===== config.mk =====
export PLATFORM = sky130hd
export DESIGN_NAME = torque_mode_speed_limiter
export DESIGN_NICKNAME = d
export VERILOG_FILES = /design/src/hdl/speed_limit_pkg.sv /design/src/hdl/torque_mode_speed_limiter.sv /design/src/hdl/sync_two_flop.sv /design/src/hdl/window_suppress.sv
export SDC_FILE = /design/constraint.sdc
export NUM_CORES = 1
export LEC_CHECK = 0
export ABC_AREA = 1
export BUFFER_PORTS_ARGS = -buffer_cell sky130_fd_sc_hd__buf_4
export CAP_MARGIN = 20
export CELL_PAD_IN_SITES_DETAIL_PLACEMENT = 0
export CELL_PAD_IN_SITES_GLOBAL_PLACEMENT = 1
export CORE_ASPECT_RATIO = 1.5
export CORE_MARGIN = 2
export CORE_UTILIZATION = 45
export DETAILED_ROUTE_END_ITERATION = 8
export HOLD_SLACK_MARGIN = 0.05
export PLACE_DENSITY_LB_ADDON = 0.1
export SKIP_LAST_GASP = 1
export SYNTH_ARGS = -nofsm -noshare
export SYNTH_HDL_FRONTEND = slang
export SYNTH_HIERARCHICAL = 1
export SYNTH_SLANG_ARGS = --single-unit

===== constraint.sdc =====
create_clock -name sys_clk -period 23.6 [get_ports sys_clk]
set_input_delay 1.18 -clock sys_clk [delete_from_list [all_inputs] [get_ports sys_clk]]
set_output_delay 1.18 -clock sys_clk [all_outputs]
set_load 0.005 [all_outputs]

===== src/hdl/speed_limit_pkg.sv =====
package speed_limit_pkg;
    localparam logic [4:0] OFS_SOURCE = 5'h00;
    localparam logic [4:0] OFS_LEVEL = 5'h04;
    localparam logic [4:0] OFS_CURFN = 5'h08;
    localparam logic [4:0] OFS_LIMIT = 5'h0C;
    localparam logic [4:0] OFS_MARGIN = 5'h10;
    localparam logic [4:0] OFS_GAIN = 5'h14;
    localparam logic [4:0] OFS_STATUS = 5'h18;
    localparam logic [4:0] OFS_WINLO = 5'h1C;

    localparam logic [1:0] SRC_ANALOG = 2'h1;
    localparam logic [1:0] SRC_STORED = 2'h2;
    localparam logic [4:0] CURFN_FREQREF = 5'h1F;
    localparam logic [4:0] CURFN_MIN = 5'h01;
    localparam logic signed [7:0] LIMIT_MAX = 8'sh78;
    localparam logic signed [7:0] LIMIT_MIN = -8'sh78;
    localparam logic [6:0] MARGIN_MAX = 7'h78;

    localparam logic [1:0] RST_SOURCE = 2'h1;
    localparam logic RST_LEVEL = 1'b0;
    localparam logic [4:0] RST_CURFN = 5'h1F;
    localparam logic signed [7:0] RST_LIMIT = 8'sh00;
    localparam logic [6:0] RST_MARGIN = 7'h0A;
    localparam logic [7:0] RST_GAIN = 8'h10;

    // speed and analog counts per percent of maximum frequency
    localparam int PCT_COUNTS = 100;
    localparam int GAIN_SHIFT = 4;
    localparam int WIN_W = 20;

    localparam int ST_FWD = 0;
    localparam int ST_SUPP = 1;
    localparam int ST_RUN = 2;
    localparam int ST_REV = 3;
    localparam int ST_REFUSED = 4;
endpackage


===== src/hdl/torque_mode_speed_limiter.sv =====
// Design decisions made here: the Avalon-MM register port and the register offsets.
`timescale 1ns/1ps
module torque_mode_speed_limiter
    import speed_limit_pkg::*;
#(
    parameter int SPEED_W = 16
) (
    input wire logic sys_clk,
    input wire logic reset,
    input wire logic [4:0] address,
    input wire logic read,
    input wire logic write,
    input wire logic [31:0] writedata,
    input wire logic [3:0] byteenable,
    output logic [31:0] readdata,
    output logic waitrequest,
    input wire logic runCmd,
    input wire logic reverseCmd,
    input wire logic torqueModeEn,
    input wire logic signed [SPEED_W-1:0] speedFb,
    input wire logic signed [15:0] voltRef,
    input wire logic signed [15:0] currentRef,
    input wire logic signed [15:0] torqueRefIn,
    output logic signed [15:0] torqueRefOut,
    output logic suppressing
);
    if (SPEED_W < 2 || SPEED_W > WIN_W - 1) begin : g_bad_width
        $error("SPEED_W must lie in 2..19");
    end

    typedef struct packed {
        logic [1:0] source;
        logic level;
        logic [4:0] curFn;
        logic signed [7:0] limit;
        logic [6:0] margin;
        logic [7:0] gain;
        logic refused;
        logic waitReq;
        logic [31:0] rdData;
        logic limitFwd;
        logic signed [WIN_W-1:0] winLo;
        logic signed [WIN_W-1:0] winHi;
        logic signed [15:0] torqueOut;
        logic supp;
    } lim_state_t;

    lim_state_t s_q;
    lim_state_t s_d;
    logic [1:0] pinSync;
    logic running;
    logic reverse;
    logic signed [WIN_W-1:0] voltScaled;
    logic signed [WIN_W-1:0] rawLimit;
    logic signed [WIN_W-1:0] limitMag;
    logic signed [WIN_W-1:0] marginCnt;
    logic signed [WIN_W-1:0] speedExt;
    logic limitFwdNow;
    logic over;
    logic signed [15:0] suppress;
    logic signed [WIN_W-1:0] torqueSum;
    logic busTake;
    logic busCommit;
    logic wrOk;
    logic [7:0] wrByte;

    sync_two_flop #(
        .WIDTH(2)
    ) u_pin_sync (
        .sys_clk(sys_clk),
        .reset(reset),
        .asyncIn({reverseCmd, runCmd}),
        .syncOut(pinSync)
    );

    assign running = pinSync[0];
    assign reverse = pinSync[1];
    assign speedExt = WIN_W'(speedFb);

    window_suppress u_suppress (
        .speed(speedExt),
        .winLo(s_q.winLo),
        .winHi(s_q.winHi),
        .gain(s_q.gain),
        .over(over),
        .suppress(suppress)
    );

    always_comb begin
        // unipolar level drops negative readings of the voltage input
        if (s_q.level == 1'b0 && voltRef < 0) begin
            voltScaled = '0;
        end else begin
            voltScaled = WIN_W'(voltRef);
        end
        if (s_q.source == SRC_ANALOG) begin
            rawLimit = voltScaled;
            if (s_q.curFn == CURFN_FREQREF) begin
                rawLimit = voltScaled + WIN_W'(currentRef);
            end
        end else begin
            rawLimit = WIN_W'(s_q.limit) * WIN_W'(PCT_COUNTS);
        end
        // sign of the limit against run direction picks the limited side
        limitFwdNow = (rawLimit >= 0) ^ reverse;
        limitMag = (rawLimit < 0) ? -rawLimit : rawLimit;
        marginCnt = WIN_W'($signed({1'b0, s_q.margin})) * WIN_W'(PCT_COUNTS);
        torqueSum = WIN_W'(torqueRefIn) + WIN_W'(suppress);
    end

    assign busTake = (read || write) && s_q.waitReq;
    assign busCommit = (read || write) && !s_q.waitReq;
    assign wrByte = writedata[7:0];

    always_comb begin
        s_d = s_q;
        wrOk = 1'b0;
        // opposite side limit is zero, margin widens both sides
        if (limitFwdNow) begin
            s_d.winLo = -marginCnt;
            s_d.winHi = limitMag + marginCnt;
        end else begin
            s_d.winLo = -(limitMag + marginCnt);
            s_d.winHi = marginCnt;
        end
        s_d.limitFwd = limitFwdNow;
        if (torqueModeEn && over) begin
            if (torqueSum > 32767) begin
                s_d.torqueOut = 16'sh7FFF;
            end else if (torqueSum < -32768) begin
                s_d.torqueOut = -16'sh8000;
            end else begin
                s_d.torqueOut = torqueSum[15:0];
            end
            s_d.supp = 1'b1;
        end else begin
            s_d.torqueOut = torqueRefIn;
            s_d.supp = 1'b0;
        end
        // one wait cycle: answer loads, then the master's sampling edge commits
        s_d.waitReq = !busTake;
        if (busTake) begin
            s_d.rdData = '0;
            unique case (address)
                OFS_SOURCE: s_d.rdData = 32'(s_q.source);
                OFS_LEVEL: s_d.rdData = 32'(s_q.level);
                OFS_CURFN: s_d.rdData = 32'(s_q.curFn);
                OFS_LIMIT: s_d.rdData = 32'(signed'(s_q.limit));
                OFS_MARGIN: s_d.rdData = 32'(s_q.margin);
                OFS_GAIN: s_d.rdData = 32'(s_q.gain);
                OFS_STATUS: s_d.rdData = 32'({s_q.refused, reverse, running, s_q.supp,
                    s_q.limitFwd});
                OFS_WINLO: s_d.rdData = 32'(signed'(s_q.winLo));
                default: s_d.rdData = '0;
            endcase
        end
        if (busCommit && write && byteenable[0]) begin
            // settings other than gain are frozen while the drive runs
            unique case (address)
                OFS_SOURCE: wrOk = !running && (wrByte[7:2] == '0) &&
                    (wrByte[1:0] == SRC_ANALOG || wrByte[1:0] == SRC_STORED);
                OFS_LEVEL: wrOk = !running && (wrByte[7:1] == '0);
                OFS_CURFN: wrOk = !running && (wrByte[7:5] == '0) && (wrByte[4:0] >= CURFN_MIN);
                OFS_LIMIT: wrOk = !running && ($signed(wrByte) >= LIMIT_MIN) &&
                    ($signed(wrByte) <= LIMIT_MAX);
                OFS_MARGIN: wrOk = !running && (wrByte <= 8'(MARGIN_MAX));
                OFS_GAIN: wrOk = 1'b1;
                default: wrOk = 1'b0;
            endcase
            if (wrOk) begin
                unique case (address)
                    OFS_SOURCE: s_d.source = wrByte[1:0];
                    OFS_LEVEL: s_d.level = wrByte[0];
                    OFS_CURFN: s_d.curFn = wrByte[4:0];
                    OFS_LIMIT: s_d.limit = $signed(wrByte);
                    OFS_MARGIN: s_d.margin = wrByte[6:0];
                    OFS_GAIN: s_d.gain = wrByte;
                    default: s_d.gain = s_q.gain;
                endcase
            end
            if (address == OFS_STATUS && wrByte[ST_REFUSED]) begin
                s_d.refused = 1'b0;
            end
            // a refused settings write sets the flag; status writes only clear it
            if (!wrOk && address != OFS_STATUS && address <= OFS_GAIN) begin
                s_d.refused = 1'b1;
            end
        end
    end

    always_ff @(posedge sys_clk) begin
        if (reset) begin
            s_q <= '0;
            s_q.source <= RST_SOURCE;
            s_q.level <= RST_LEVEL;
            s_q.curFn <= RST_CURFN;
            s_q.limit <= RST_LIMIT;
            s_q.margin <= RST_MARGIN;
            s_q.gain <= RST_GAIN;
            s_q.waitReq <= 1'b1;
        end else begin
            s_q <= s_d;
        end
    end

    assign readdata = s_q.rdData;
    assign waitrequest = s_q.waitReq;
    assign torqueRefOut = s_q.torqueOut;
    assign suppressing = s_q.supp;

    AST_PASS_THROUGH: assert property (@(posedge sys_clk) disable iff (reset)
        (!over || !torqueModeEn) |=> torqueRefOut == $past(torqueRefIn))
        else $error("torque changed inside the speed window");

    AST_SUPPRESS_FWD: assert property (@(posedge sys_clk) disable iff (reset)
        (torqueModeEn && speedExt > s_q.winHi && torqueRefIn < 16'sh7000) |=>
        (torqueRefOut < $past(torqueRefIn) || $past(s_q.gain) == 8'h00) && suppressing)
        else $error("forward overspeed not opposed");

    AST_SUPPRESS_REV: assert property (@(posedge sys_clk) disable iff (reset)
        (torqueModeEn && speedExt < s_q.winLo && torqueRefIn > -16'sh7000 && s_q.gain != 0)
        |=> torqueRefOut > $past(torqueRefIn))
        else $error("reverse overspeed not opposed");

    AST_SOURCE_RANGE: assert property (@(posedge sys_clk) disable iff (reset)
        s_q.source == SRC_ANALOG || s_q.source == SRC_STORED)
        else $error("limit source out of range");

    AST_LIMIT_RANGE: assert property (@(posedge sys_clk) disable iff (reset)
        s_q.limit >= LIMIT_MIN && s_q.limit <= LIMIT_MAX)
        else $error("stored limit out of range");

    AST_MARGIN_RANGE: assert property (@(posedge sys_clk) disable iff (reset)
        s_q.margin <= MARGIN_MAX)
        else $error("margin out of range");

    AST_FROZEN_RUN: assert property (@(posedge sys_clk) disable iff (reset)
        (running && write && !s_q.waitReq && byteenable[0] &&
        (address == OFS_SOURCE || address == OFS_LIMIT || address == OFS_MARGIN)) |=>
        $stable(s_q.source) && $stable(s_q.limit) && $stable(s_q.margin) && s_q.refused)
        else $error("setting changed while running");

    AST_WIN_FWD: assert property (@(posedge sys_clk) disable iff (reset)
        s_q.limitFwd |-> s_q.winLo <= 0 && s_q.winHi >= 0 && s_q.winHi >= -s_q.winLo &&
        s_q.winLo == -(WIN_W'($past(s_q.margin)) * WIN_W'(PCT_COUNTS)))
        else $error("forward window malformed");

    AST_DIRECTION: assert property (@(posedge sys_clk) disable iff (reset)
        (s_q.source == SRC_STORED && s_q.limit > 0 && !reverse) ##1 $stable(s_q.limit)
        && $stable(reverse) |-> s_q.limitFwd)
        else $error("limited direction wrong");

    AST_ANALOG_VOLT: assert property (@(posedge sys_clk) disable iff (reset)
        (s_q.source == SRC_ANALOG && s_q.curFn != CURFN_FREQREF && voltRef >= 0) |->
        limitMag == WIN_W'(voltRef))
        else $error("analog limit not taken from voltage input");

    AST_ANALOG_SUM: assert property (@(posedge sys_clk) disable iff (reset)
        (s_q.source == SRC_ANALOG && s_q.curFn == CURFN_FREQREF && voltRef >= 0 &&
        currentRef >= 0) |-> limitMag == WIN_W'(voltRef) + WIN_W'(currentRef))
        else $error("analog limit is not voltage plus current");

    AST_UNIPOLAR: assert property (@(posedge sys_clk) disable iff (reset)
        (s_q.source == SRC_ANALOG && !s_q.level && voltRef < 0 &&
        s_q.curFn != CURFN_FREQREF) |-> limitMag == 0)
        else $error("unipolar level passed a negative voltage");

    AST_STORED_SCALE: assert property (@(posedge sys_clk) disable iff (reset)
        (s_q.source == SRC_STORED && s_q.limit >= 0) |->
        limitMag == WIN_W'(s_q.limit) * WIN_W'(PCT_COUNTS))
        else $error("stored limit scaled wrongly");

    AST_REV_STORED: assert property (@(posedge sys_clk) disable iff (reset)
        (s_q.source == SRC_STORED && s_q.limit < 0 && !reverse) |=>
        !s_q.limitFwd)
        else $error("negative stored limit not reversed");

    AST_REV_ANALOG: assert property (@(posedge sys_clk) disable iff (reset)
        (s_q.source == SRC_ANALOG && s_q.level && s_q.curFn != CURFN_FREQREF &&
        voltRef < 0 && !reverse) |=> !s_q.limitFwd)
        else $error("negative analog limit not reversed");

    AST_ZERO_OPPOSITE: assert property (@(posedge sys_clk) disable iff (reset)
        ($past(s_q.margin) == 7'h00) |->
        (s_q.limitFwd ? s_q.winLo == 0 : s_q.winHi == 0))
        else $error("opposite side limit is not zero");

    AST_WIN_REV: assert property (@(posedge sys_clk) disable iff (reset)
        (!$past(reset) && !s_q.limitFwd) |-> s_q.winLo <= -s_q.winHi &&
        s_q.winHi == WIN_W'($past(s_q.margin)) * WIN_W'(PCT_COUNTS))
        else $error("reverse window malformed");

    AST_LIMIT_REFUSE: assert property (@(posedge sys_clk) disable iff (reset)
        (busCommit && write && byteenable[0] && address == OFS_LIMIT &&
        $signed(wrByte) > LIMIT_MAX) |=> s_q.refused && $stable(s_q.limit))
        else $error("out of range limit accepted");

    AST_SOURCE_WRITE: assert property (@(posedge sys_clk) disable iff (reset)
        (busCommit && write && byteenable[0] && address == OFS_SOURCE && !running &&
        wrByte == 8'h02) |=> s_q.source == SRC_STORED)
        else $error("stored source not selected");

    AST_LEVEL_REFUSE: assert property (@(posedge sys_clk) disable iff (reset)
        (busCommit && write && byteenable[0] && address == OFS_LEVEL &&
        wrByte[7:1] != 7'h00) |=> s_q.refused && $stable(s_q.level))
        else $error("illegal level code accepted");

    AST_SUPP_FLAG: assert property (@(posedge sys_clk) disable iff (reset)
        (torqueModeEn && over) |=> suppressing)
        else $error("suppression flag missing outside window");

    AST_NO_SUPP: assert property (@(posedge sys_clk) disable iff (reset)
        (!torqueModeEn || !over) |=> !suppressing)
        else $error("suppression flag set inside window");
endmodule


===== src/hdl/sync_two_flop.sv =====
`timescale 1ns/1ps
module sync_two_flop #(
    parameter int WIDTH = 2
) (
    input wire logic sys_clk,
    input wire logic reset,
    input wire logic [WIDTH-1:0] asyncIn,
    output logic [WIDTH-1:0] syncOut
);
    typedef struct packed {
        logic [WIDTH-1:0] meta;
        logic [WIDTH-1:0] stable;
    } sync_state_t;

    sync_state_t s_q;
    sync_state_t s_d;

    always_comb begin
        s_d.meta = asyncIn;
        s_d.stable = s_q.meta;
    end

    always_ff @(posedge sys_clk) begin
        if (reset) begin
            s_q <= '0;
        end else begin
            s_q <= s_d;
        end
    end

    assign syncOut = s_q.stable;
endmodule


===== src/hdl/window_suppress.sv =====
`timescale 1ns/1ps
module window_suppress
    import speed_limit_pkg::*;
(
    input wire logic signed [speed_limit_pkg::WIN_W-1:0] speed,
    input wire logic signed [speed_limit_pkg::WIN_W-1:0] winLo,
    input wire logic signed [speed_limit_pkg::WIN_W-1:0] winHi,
    input wire logic [7:0] gain,
    output logic over,
    output logic signed [15:0] suppress
);
    logic signed [WIN_W:0] excess;
    logic signed [WIN_W+9:0] prod;
    logic signed [WIN_W+9:0] scaled;

    always_comb begin
        excess = '0;
        over = 1'b0;
        if (speed > winHi) begin
            // forward overspeed: push torque backward
            excess = (WIN_W+1)'(winHi) - (WIN_W+1)'(speed);
            over = 1'b1;
        end else if (speed < winLo) begin
            excess = (WIN_W+1)'(winLo) - (WIN_W+1)'(speed);
            over = 1'b1;
        end
        prod = (WIN_W+10)'(excess) * $signed({1'b0, gain});
        scaled = prod >>> GAIN_SHIFT;
        // saturate so a runaway never wraps into an aiding torque
        if (scaled > 32767) begin
            suppress = 16'sh7FFF;
        end else if (scaled < -32767) begin
            suppress = -16'sh7FFF;
        end else begin
            suppress = scaled[15:0];
        end
    end
endmodule


# Word level (Yosys, flattened, before mapping)
# Index checks and enable logic that the tools add are counted.
[word_totals] reg_bits=127 input_bits=112 output_inout_bits=50 word_cells=112
[op_classes] addsub=8 n_mul=3 order_cmp=14 n_eq_ne=12 muxes=19 n_bitwise=3 reduce_logical=36
[op_table] operator="$pmux 32 s8" count=1
[op_table] operator="$mux 20" count=4
[op_table] operator="$mux 16" count=4
[op_table] operator="$mux 21" count=2
[op_table] operator="$sub 20x16->21" count=2
[op_table] operator="$mux 40" count=1
[op_table] operator="$neg 20->20" count=2
[op_table] operator="$mul 21x9->30" count=1
[op_table] operator="$gt 26x16->1 const B" count=1
[op_table] operator="$lt 26x16->1 const B" count=1
[op_table] operator="$eq 5x5->1 const B" count=5
[op_table] operator="$add 20x15->20" count=1
[op_table] operator="$add 20x16->20" count=1
[op_table] operator="$ge 20x1->1 const B" count=1
[op_table] operator="$gt 16x20->1" count=1
[op_table] operator="$lt 16x20->1" count=1
[op_table] operator="$lt 20x1->1 const B" count=1
[op_table] operator="$neg 14->20" count=1
[op_table] operator="$reduce_and 3->1" count=6
[op_table] operator="$add 16x16->17" count=1
[op_table] operator="$gt 17x16->1 const B" count=1
[op_table] operator="$logic_and 1x1->1" count=17
[op_table] operator="$lt 17x16->1 const B" count=1
[op_table] operator="$mux 17" count=1
[op_table] operator="26 further kinds" count=37

# Depth between registers and ports, before layout
# Gate-level depths: netlist of run 1.
[logic_depth] word_depth=12 mapped_depth=59 depth_no_buf=58

# Hierarchy
# Netlist of run 1, hierarchy kept.
[modules_own_cells] mod="torque_mode_speed_limiter" instances=1 cells_per_inst=1373 area_each_um2=9609.2 seq_area_each_um2=2222.1
[modules_own_cells] mod="window_suppress" instances=1 cells_per_inst=1404 area_each_um2=9128.8 seq_area_each_um2=0.0
[modules_own_cells] mod="sync_two_flop" instances=1 cells_per_inst=12 area_each_um2=110.1 seq_area_each_um2=80.1

# Worst setup path after synthesis of run 1
# OpenSTA, ideal clock, no wires.
[synth_path] kind="input to register" start="input port speedFb[0]" end="register s_q (netlist bit torqueRefOut[14])" setup_ns=0.132 arrival_ns=9.189 required_ns=23.468 setup_slack_ns=14.278 stages=53 path_buffers=1 path_cell_list="ha_1 fa_1 nand3b_1 nand2_1 a21oi_1 o21ai_0 nand3_1 nand2_1 nand2_1 nand2_1 nand2_1 nand2_1 nand2_1 nand3_1 inv_1 fa_1 inv_1 fa_1 [... 17 more ...] nand3b_1 ha_1 fa_1 a21oi_1 o21bai_1 nand2_1 o211ai_1 a21oi_1 o21bai_1 a21oi_1 o21ai_0 a21oi_1 nor2_1 nor2_1 xor2_1 nand2_1 nand2_1 a21oi_1"
[synth_via] elab_chain_len=12 elab_cells_between_ends=20 cone_classes="add/sub: 3; mul: 1; order compare: 6; mux: 9; reduce/logical: 1"
[synth_lines] item="start, declared" line_no="torque_mode_speed_limiter.sv:20" rtl="input wire logic signed [SPEED_W-1:0] speedFb,"
[synth_lines] item="$sub 20x16->21 / $lt 16x20->1 (equally long branches)" line_no="window_suppress.sv:24, window_suppress.sv:23"
[synth_lines] item="$mux 21" line_no="window_suppress.sv:23" rtl="end else if (speed < winLo) begin"
[synth_lines] item="$mux 21 *" line_no="window_suppress.sv:19" rtl="if (speed > winHi) begin"
[synth_lines] item="$mul 21x9->30 *" line_no="window_suppress.sv:27" rtl="prod = (WIN_W+10)'(excess) * $signed({1'b0, gain});"
[synth_lines] item="$lt 26x16->1" line_no="window_suppress.sv:32" rtl="end else if (scaled < -32767) begin"
[synth_lines] item="$mux 16" line_no="window_suppress.sv:32"
[synth_lines] item="$mux 16 *" line_no="window_suppress.sv:30" rtl="if (scaled > 32767) begin"
[synth_lines] item="via suppress[0]" line_no="torque_mode_speed_limiter.sv:60" rtl="logic signed [15:0] suppress;"
[synth_lines] item="$add 16x16->17 *" line_no="torque_mode_speed_limiter.sv:108" rtl="torqueSum = WIN_W'(torqueRefIn) + WIN_W'(suppress);"
[synth_lines] item="$lt 17x16->1" line_no="torque_mode_speed_limiter.sv:130" rtl="end else if (torqueSum < -32768) begin"
[synth_lines] item="$mux 16" line_no="torque_mode_speed_limiter.sv:130"
[synth_lines] item="$mux 16 *" line_no="torque_mode_speed_limiter.sv:128" rtl="if (torqueSum > 32767) begin"
[synth_lines] item="$mux 17 *" line_no="torque_mode_speed_limiter.sv:127" rtl="if (torqueModeEn && over) begin"
[synth_lines] item="end, declared" line_no="torque_mode_speed_limiter.sv:48" rtl="lim_state_t s_q;"
# The timed path passes the listed nets; every way through them passes the cells marked *.
# A chain may end at the register's enable or synchronous reset.

# Worst setup path after layout of run 1
[layout_path] start="input port speedFb[2]" end="register s_q (netlist bit torqueRefOut[11])"
# Same word-level chain as after synthesis.

==> out/results.ini, run 1 <==
[drt]
via_count=17825
vias_per_cell=5.21
first_iter_violations=740
ant_nets=0
wl_um=60400
drc=0
post_drt_wl_per_cell_um=17.7
drt_first_pass_iters=5

[sta]
rsz0062_at_grt=false
hold_viol_final=0
worst_slew_pin_slew_ns=0.956
setup-violations-final=0
finalCriticalPeriod_ns=10.87
fin_crit_sh_pct=46.1
finClkSkew_ns=0.0147
final.setup.tns_ns=0
fmax_mhz=92.0
worst_slew_margin_rel_pct=36.2
slew_viol_final=0

[synth]
synth_area_per_cell_um2=6.76
synth-edff-count=0
ys_types=69
synth_area_leaders=fa_1, ha_1, nand2_1
async_flop_share_pct=0
synth_largest_area_cell=fa_1
seq_area_frac_synth_pct=12.2
ys_warn_count=6
netlist_instances=2789
ys.flop_type=dfxtp_1
yosysTopAreaCellShare_pct=15.4
yosys_register_bits=115
syn-cell-area_mm2=0.0188

[cts]
clockRootBuffer=clkbuf_16
ctsHoldBuffers=0
clkLatencyLatePin_ns=0.44
cts_resized=0
cts_sinks=115
cts_tree=done
cts_setup_buffers=0
cts.clk_slew.worst_paths_ns=0.06
numCtsBuffers=17
cts_max_path_buffers=2
cts_max_level=4

[floorplan]
row_count=91
design.die.area_mm2=0.0436
core_mm2=0.0412
start_util_pct=45.7
fp.dieW_um=171
fp.dieH_um=255
pin_count=162

[finish]
diodes=0
fill_cells=4321
drive_gt1_share_pct=11.0
area.growth.synth_to_final_pct=9.17
fin_nets=3304
utilization_pct=49.9

[worst_setup_path]
cp_max_fo=22
worstPathArrival_ns=11.21
slowest_delay_ns=0.70
cp.required_ns=23.94
cp-start-kind=input pin
reg2reg_depth=49
worst-setup-path-type=in -> reg
end_kind=register
cp_common_cell=nand2_1
cp_slowest_cell=nor2_1

[power_and_ir_drop]
p_clk_share_pct=20.5
worst_ir_drop_vdd_mv=0.0551
p_seq_share_pct=18.2
p_sw_w=0.000628
p_sw_share_pct=50.4
p_int_w=0.000618
power.density_mw_per_mm2=60.6
combPwrFrac_pct=61.2
p_leak_nw=11.1

[global_routing]
grt_max_degree=46
grt_usage_pct=28.2
first_global_vias=18146
antenna_found_initial=0
grt_pass1_wl_um=94700
globalRouteOverflowTotal=0

[placement]
routabilityCongestion=0.943
port-buffer-count=134
hpwlAfterDp_um=51400

[worst_hold_path]
min_path_cells=2
hp-class=reg -> reg

[outcome]
status=complete, no violations

[flow_run]
drv_cap=0

## layout by cell type (no fill, tap or decap), drive strengths merged, types with 2 or more instances in the layout
master / instances
o211ai: 18
xor2: 63
o221a: 11
a221oi: 2
xnor2: 34
o21a: 6
o31ai: 9
or2: 7
and2: 4
fa: 145
o221ai: 2
nor3b: 2
o21bai: 9
nor3: 24
a21o: 6
nor4: 8
a21boi: 3
buf: 140
a21oi: 198
nand3b: 15
dfxtp: 115
a31o: 3
nor2: 261
clkinv: 8
a31oi: 4
o2111ai: 4
nand2: 671
nand3: 159
nand4: 36
clkinvlp: 2
ha: 198
o21ai: 111
clkbuf: 17
conb: 2
o22ai: 21
inv: 533
## sequential cells by signal, summed over array words and instances, names as in the netlist
register	cells
u_pin_sync/s_d	2
suppressing	1
readdata	20
torqueRefOut	16
u_pin_sync/syncOut	2
s_q	73
waitrequest	1
## cell families after synthesis
kind of cell | after synthesis | share of synthesized area (%)
buf+inv | 629 | 13.8
flops | 115 | 12.2
simple gates | 1189 | 27.5
xor+xnor | 97 | 4.55
fa+ha+maj | 343 | 28.5
other cells | 1 | 0.0199
compound gates | 415 | 13.4
## synth_stat cells, types with 5 or more instances
cell	number
nand3b_1	15
o31ai_1	9
o21ai_1	6
xor2_1	62
o221a_2	11
o211ai_1	16
a21oi_1	192
xnor2_1	34
nor2_2	6
inv_2	18
o22ai_1	21
buf_4	51
inv_1	506
nand3_2	9
nand3_1	148
nand2_4	5
dfxtp_1	115
ha_1	198
nor2_1	251
or2_2	7
o21bai_1	9
a21o_1	6
nor3_1	23
nor4_1	8
o21ai_2	19
fa_1	145
clkbuf_1	39
o21a_1	6
nand2_2	39
nand2_1	627
nand4_1	35
a21oi_2	5
o21ai_0	84
## critical path: cells and delay by family
family	cells	cell delay, ns
AO/OA/AOI/OAI	7	1.31
XOR/XNOR	1	0.17
adder cells (fa/ha/maj)	8	3.56
buffers and inverters	8	0.91
AND/OR/NAND/NOR	27	4.06
## power by group through the flow
stage                     Clock, W  Combinational, W  Sequential (W)
after floorplan                  0          0.000560        0.000224
after global placement           0          0.000753        0.000231
after detailed placement         0          0.000760        0.000231
after CTS                 0.000259          0.000764        0.000227
after global routing      0.000266          0.000856        0.000229
final                     0.000256          0.000763        0.000227
## area by class of cell
class	count	area, um^2	area share [%]
Multi-Input combinational cell	2046	14000	67.9
Tap cell	558	698	3.39
Sequential cell	115	2300	11.2
Timing Repair Buffer	140	1050	5.11
Clock buffer	17	425	2.07
Clock inverter	15	146	0.711
Inverter	529	1990	9.66
## metrics by stage
step,worst slack [ns],std cells,hold slack (ns),total power [W],cell area [um^2]
detailed placement,12.31,3388,0.395,0.000991,20000
floorplan,14.28,2790,0.388,0.000785,18900
global placement,12.39,3388,0.394,0.000984,20000
CTS,12.74,3420,0.405,0.00125,20600
finish,12.73,3420,0.405,0.00125,20600
global route,11.89,3420,0.429,0.00135,20600
## routing by layer
metal	up-vias	wire length [um]	global-route usage (%)	part of all wire, %
met2	385	32600	55.0	54
met4	0	3360	14.9	5.6
li1	8938	-	-	-
met1	8368	22700	29.2	38
met5	-	0	0	0
met3	134	1730	2.75	2.9
## worst paths after layout
kind,startpoint,endpoint,slack [ns]
min reg2reg,u_pin_sync/s_d[1],u_pin_sync/syncOut[1],0.41
max reg2reg,s_q[28],torqueRefOut[11],13.32
max,speedFb[2],torqueRefOut[11],12.73
min,u_pin_sync/s_d[1],u_pin_sync/syncOut[1],0.41
No activity file was read; power rests on OpenSTA's default activity.
==> inputs of run 2 (changes only) <==
==> constraint.sdc (replaced) <==
create_clock -name sys_clk -period 10.03 [get_ports sys_clk]
set_input_delay 0.5015 -clock sys_clk [delete_from_list [all_inputs] [get_ports sys_clk]]
set_output_delay 0.5015 -clock sys_clk [all_outputs]
set_load 0.005 [all_outputs]
==> run 2 against run 1 <==
Total power grew 140%. Design area grew 1.3%. Routed wire length grew 1.5%. Critical path depth shrank 6. Sequential share of layout area shrank 0.14 points. Clock skew grew 0.00060 ns. Register-to-register slack lost 13 ns. Flip-flop and latch count is the same. Combinational power grew 150%. First-iteration DRC count grew 17%.
==> out/results.ini, run 2 (synthesis gave the netlist of run 1 again) <==
[cts]
cts_max_path_buffers=2
clockRootBuffer=clkbuf_16
cts_max_level=4
cts_resized=0
cts_tree=done
cts_sinks=115
cts_setup_buffers=0
clkLatencyLatePin_ns=0.43
numCtsBuffers=17
ctsHoldBuffers=0
cts.clk_slew.worst_paths_ns=0.06

[drt]
drc=0
via_count=17936
vias_per_cell=5.21
first_iter_violations=867
wl_um=61300
post_drt_wl_per_cell_um=17.8
drt_first_pass_iters=7
ant_nets=0

[placement]
hpwlAfterDp_um=52600
placed_cells_incl_taps=3413
routabilityCongestion=0.954
port-buffer-count=134

[floorplan]
fp.dieW_um=171
fp.dieH_um=255
core_mm2=0.0412
row_count=91
pin_count=162
design.die.area_mm2=0.0436
start_util_pct=45.7

[worst_setup_path]
cp_max_fo=8
worstPathArrival_ns=9.74
slowest_delay_ns=0.56
cp_slowest_cell=fa_1
end_kind=register
cp.required_ns=10.41
cp-start-kind=register
reg2reg_depth=45
cp_common_cell=nand2_1
worst-setup-path-type=reg -> reg

[finish]
multiInputGateArea_mm2=0.0140
final_cell_mix=nand2_1, inv_1, nor2_1
layout_commonest_cell=nand2_1
seqCellArea_mm2=0.00230
area.growth.synth_to_final_pct=10.6
fill_cells=4348
fin_nets=3329
largest-register=s_q
fin_cells=3445
largest_reg_flops=73
utilization_pct=50.6
diodes=0
drive_gt1_share_pct=12.0

[global_routing]
grt_max_degree=46
grtUsageMet1_pct=29.6
use_met2_pct=55.6
globalRouteOverflowTotal=0
antenna_found_initial=0
grt_pass1_wl_um=96600
top_usage_layer=met2
first_global_vias=18313
use_met3_pct=2.92
grt_usage_pct=28.8

[power_and_ir_drop]
fin_total_pwr_w=0.00305
p_leak_nw=11.2
p_seq_share_pct=17.5
combPwrFrac_pct=62.5
worst_ir_drop_vdd_mv=0.122
p_int_w=0.00153
p_clk_share_pct=20.0
p_sw_w=0.00152
power.density_mw_per_mm2=146
p_sw_share_pct=49.8

[sta]
final.setup.tns_ns=0
finalCriticalPeriod_ns=9.36
setup-violations-final=0
rsz0062_at_grt=false
finClkSkew_ns=0.0153
whs_ns=0.274
worst_slew_pin_slew_ns=0.911
slew_viol_final=0
hold_viol_final=0
fmax_mhz=107
worst_slew_margin_rel_pct=39.2
fin_crit_sh_pct=93.3

[worst_hold_path]
min_path_cells=3
hp-class=in -> reg

[flow_run]
drv_cap=0

[outcome]
status=complete, no violations

[run 2: cell types whose count changed in the layout (fill, tap and decap cells not counted), moves of 2 or more]
cell     change
o21ai_1      +2
inv_8        +4
a21oi_2      +2
inv_6        -2
o21ai_0      -3
buf_4       +22
buf_12       +2
a21oi_1      -2
[run 2: path summary, 6_finish.rpt]
kind / from / end / slack, ns
setup / recovery: s_q[44] / torqueRefOut[11] / 0.67
hold / removal: reverseCmd / u_pin_sync/s_d[1] / 0.27
setup reg to reg: s_q[44] / torqueRefOut[11] / 0.67
hold reg to reg: u_pin_sync/s_d[1] / u_pin_sync/syncOut[1] / 0.41
[run 2: power by group through the flow]
stage | Clock (W) | Sequential, W | Combinational (W)
2_1_floorplan | 0 | 0.000528 | 0.00132
3_3_place_gp | 0 | 0.000543 | 0.00187
3_5_place_dp | 0 | 0.000544 | 0.00189
4_1_cts | 0.000616 | 0.000534 | 0.00190
5_1_grt | 0.000635 | 0.000537 | 0.00213
6_report | 0.000609 | 0.000534 | 0.00190
[run 2: metal layers]
metal	routed length [um]	up-vias
li1	-	8977
met1	22900	8445
met2	32800	384
met3	1790	130
met4	3790	0
met5	0	-
[run 2: per-stage QoR]
step                setup WS (ns)  instance area, um^2
CTS                         0.548                20800
finish                      0.674                20800
detailed placement          0.303                20200
floorplan                    1.39                18900
global placement            0.378                20200
global route              0.00428                20800
[run 2: worst max-delay path, delay by kind of cell (launching register included)]
kind | cells | cell delay, ns
compound gates | 6 | 0.93
buf+inv | 9 | 1.02
fa+ha+maj | 8 | 3.55
flops | 1 | 0.35
xor+xnor | 2 | 0.46
simple gates | 20 | 2.93
[run 2: layout make-up]
type / count / area share (%)
multi-input combinational: 2046 / 67.2
timing repair buffer: 165 / 6.08
clock buffer: 17 / 2.04
sequential: 115 / 11.0
tap: 558 / 3.35
clock inverter: 15 / 0.769
inverter: 529 / 9.55
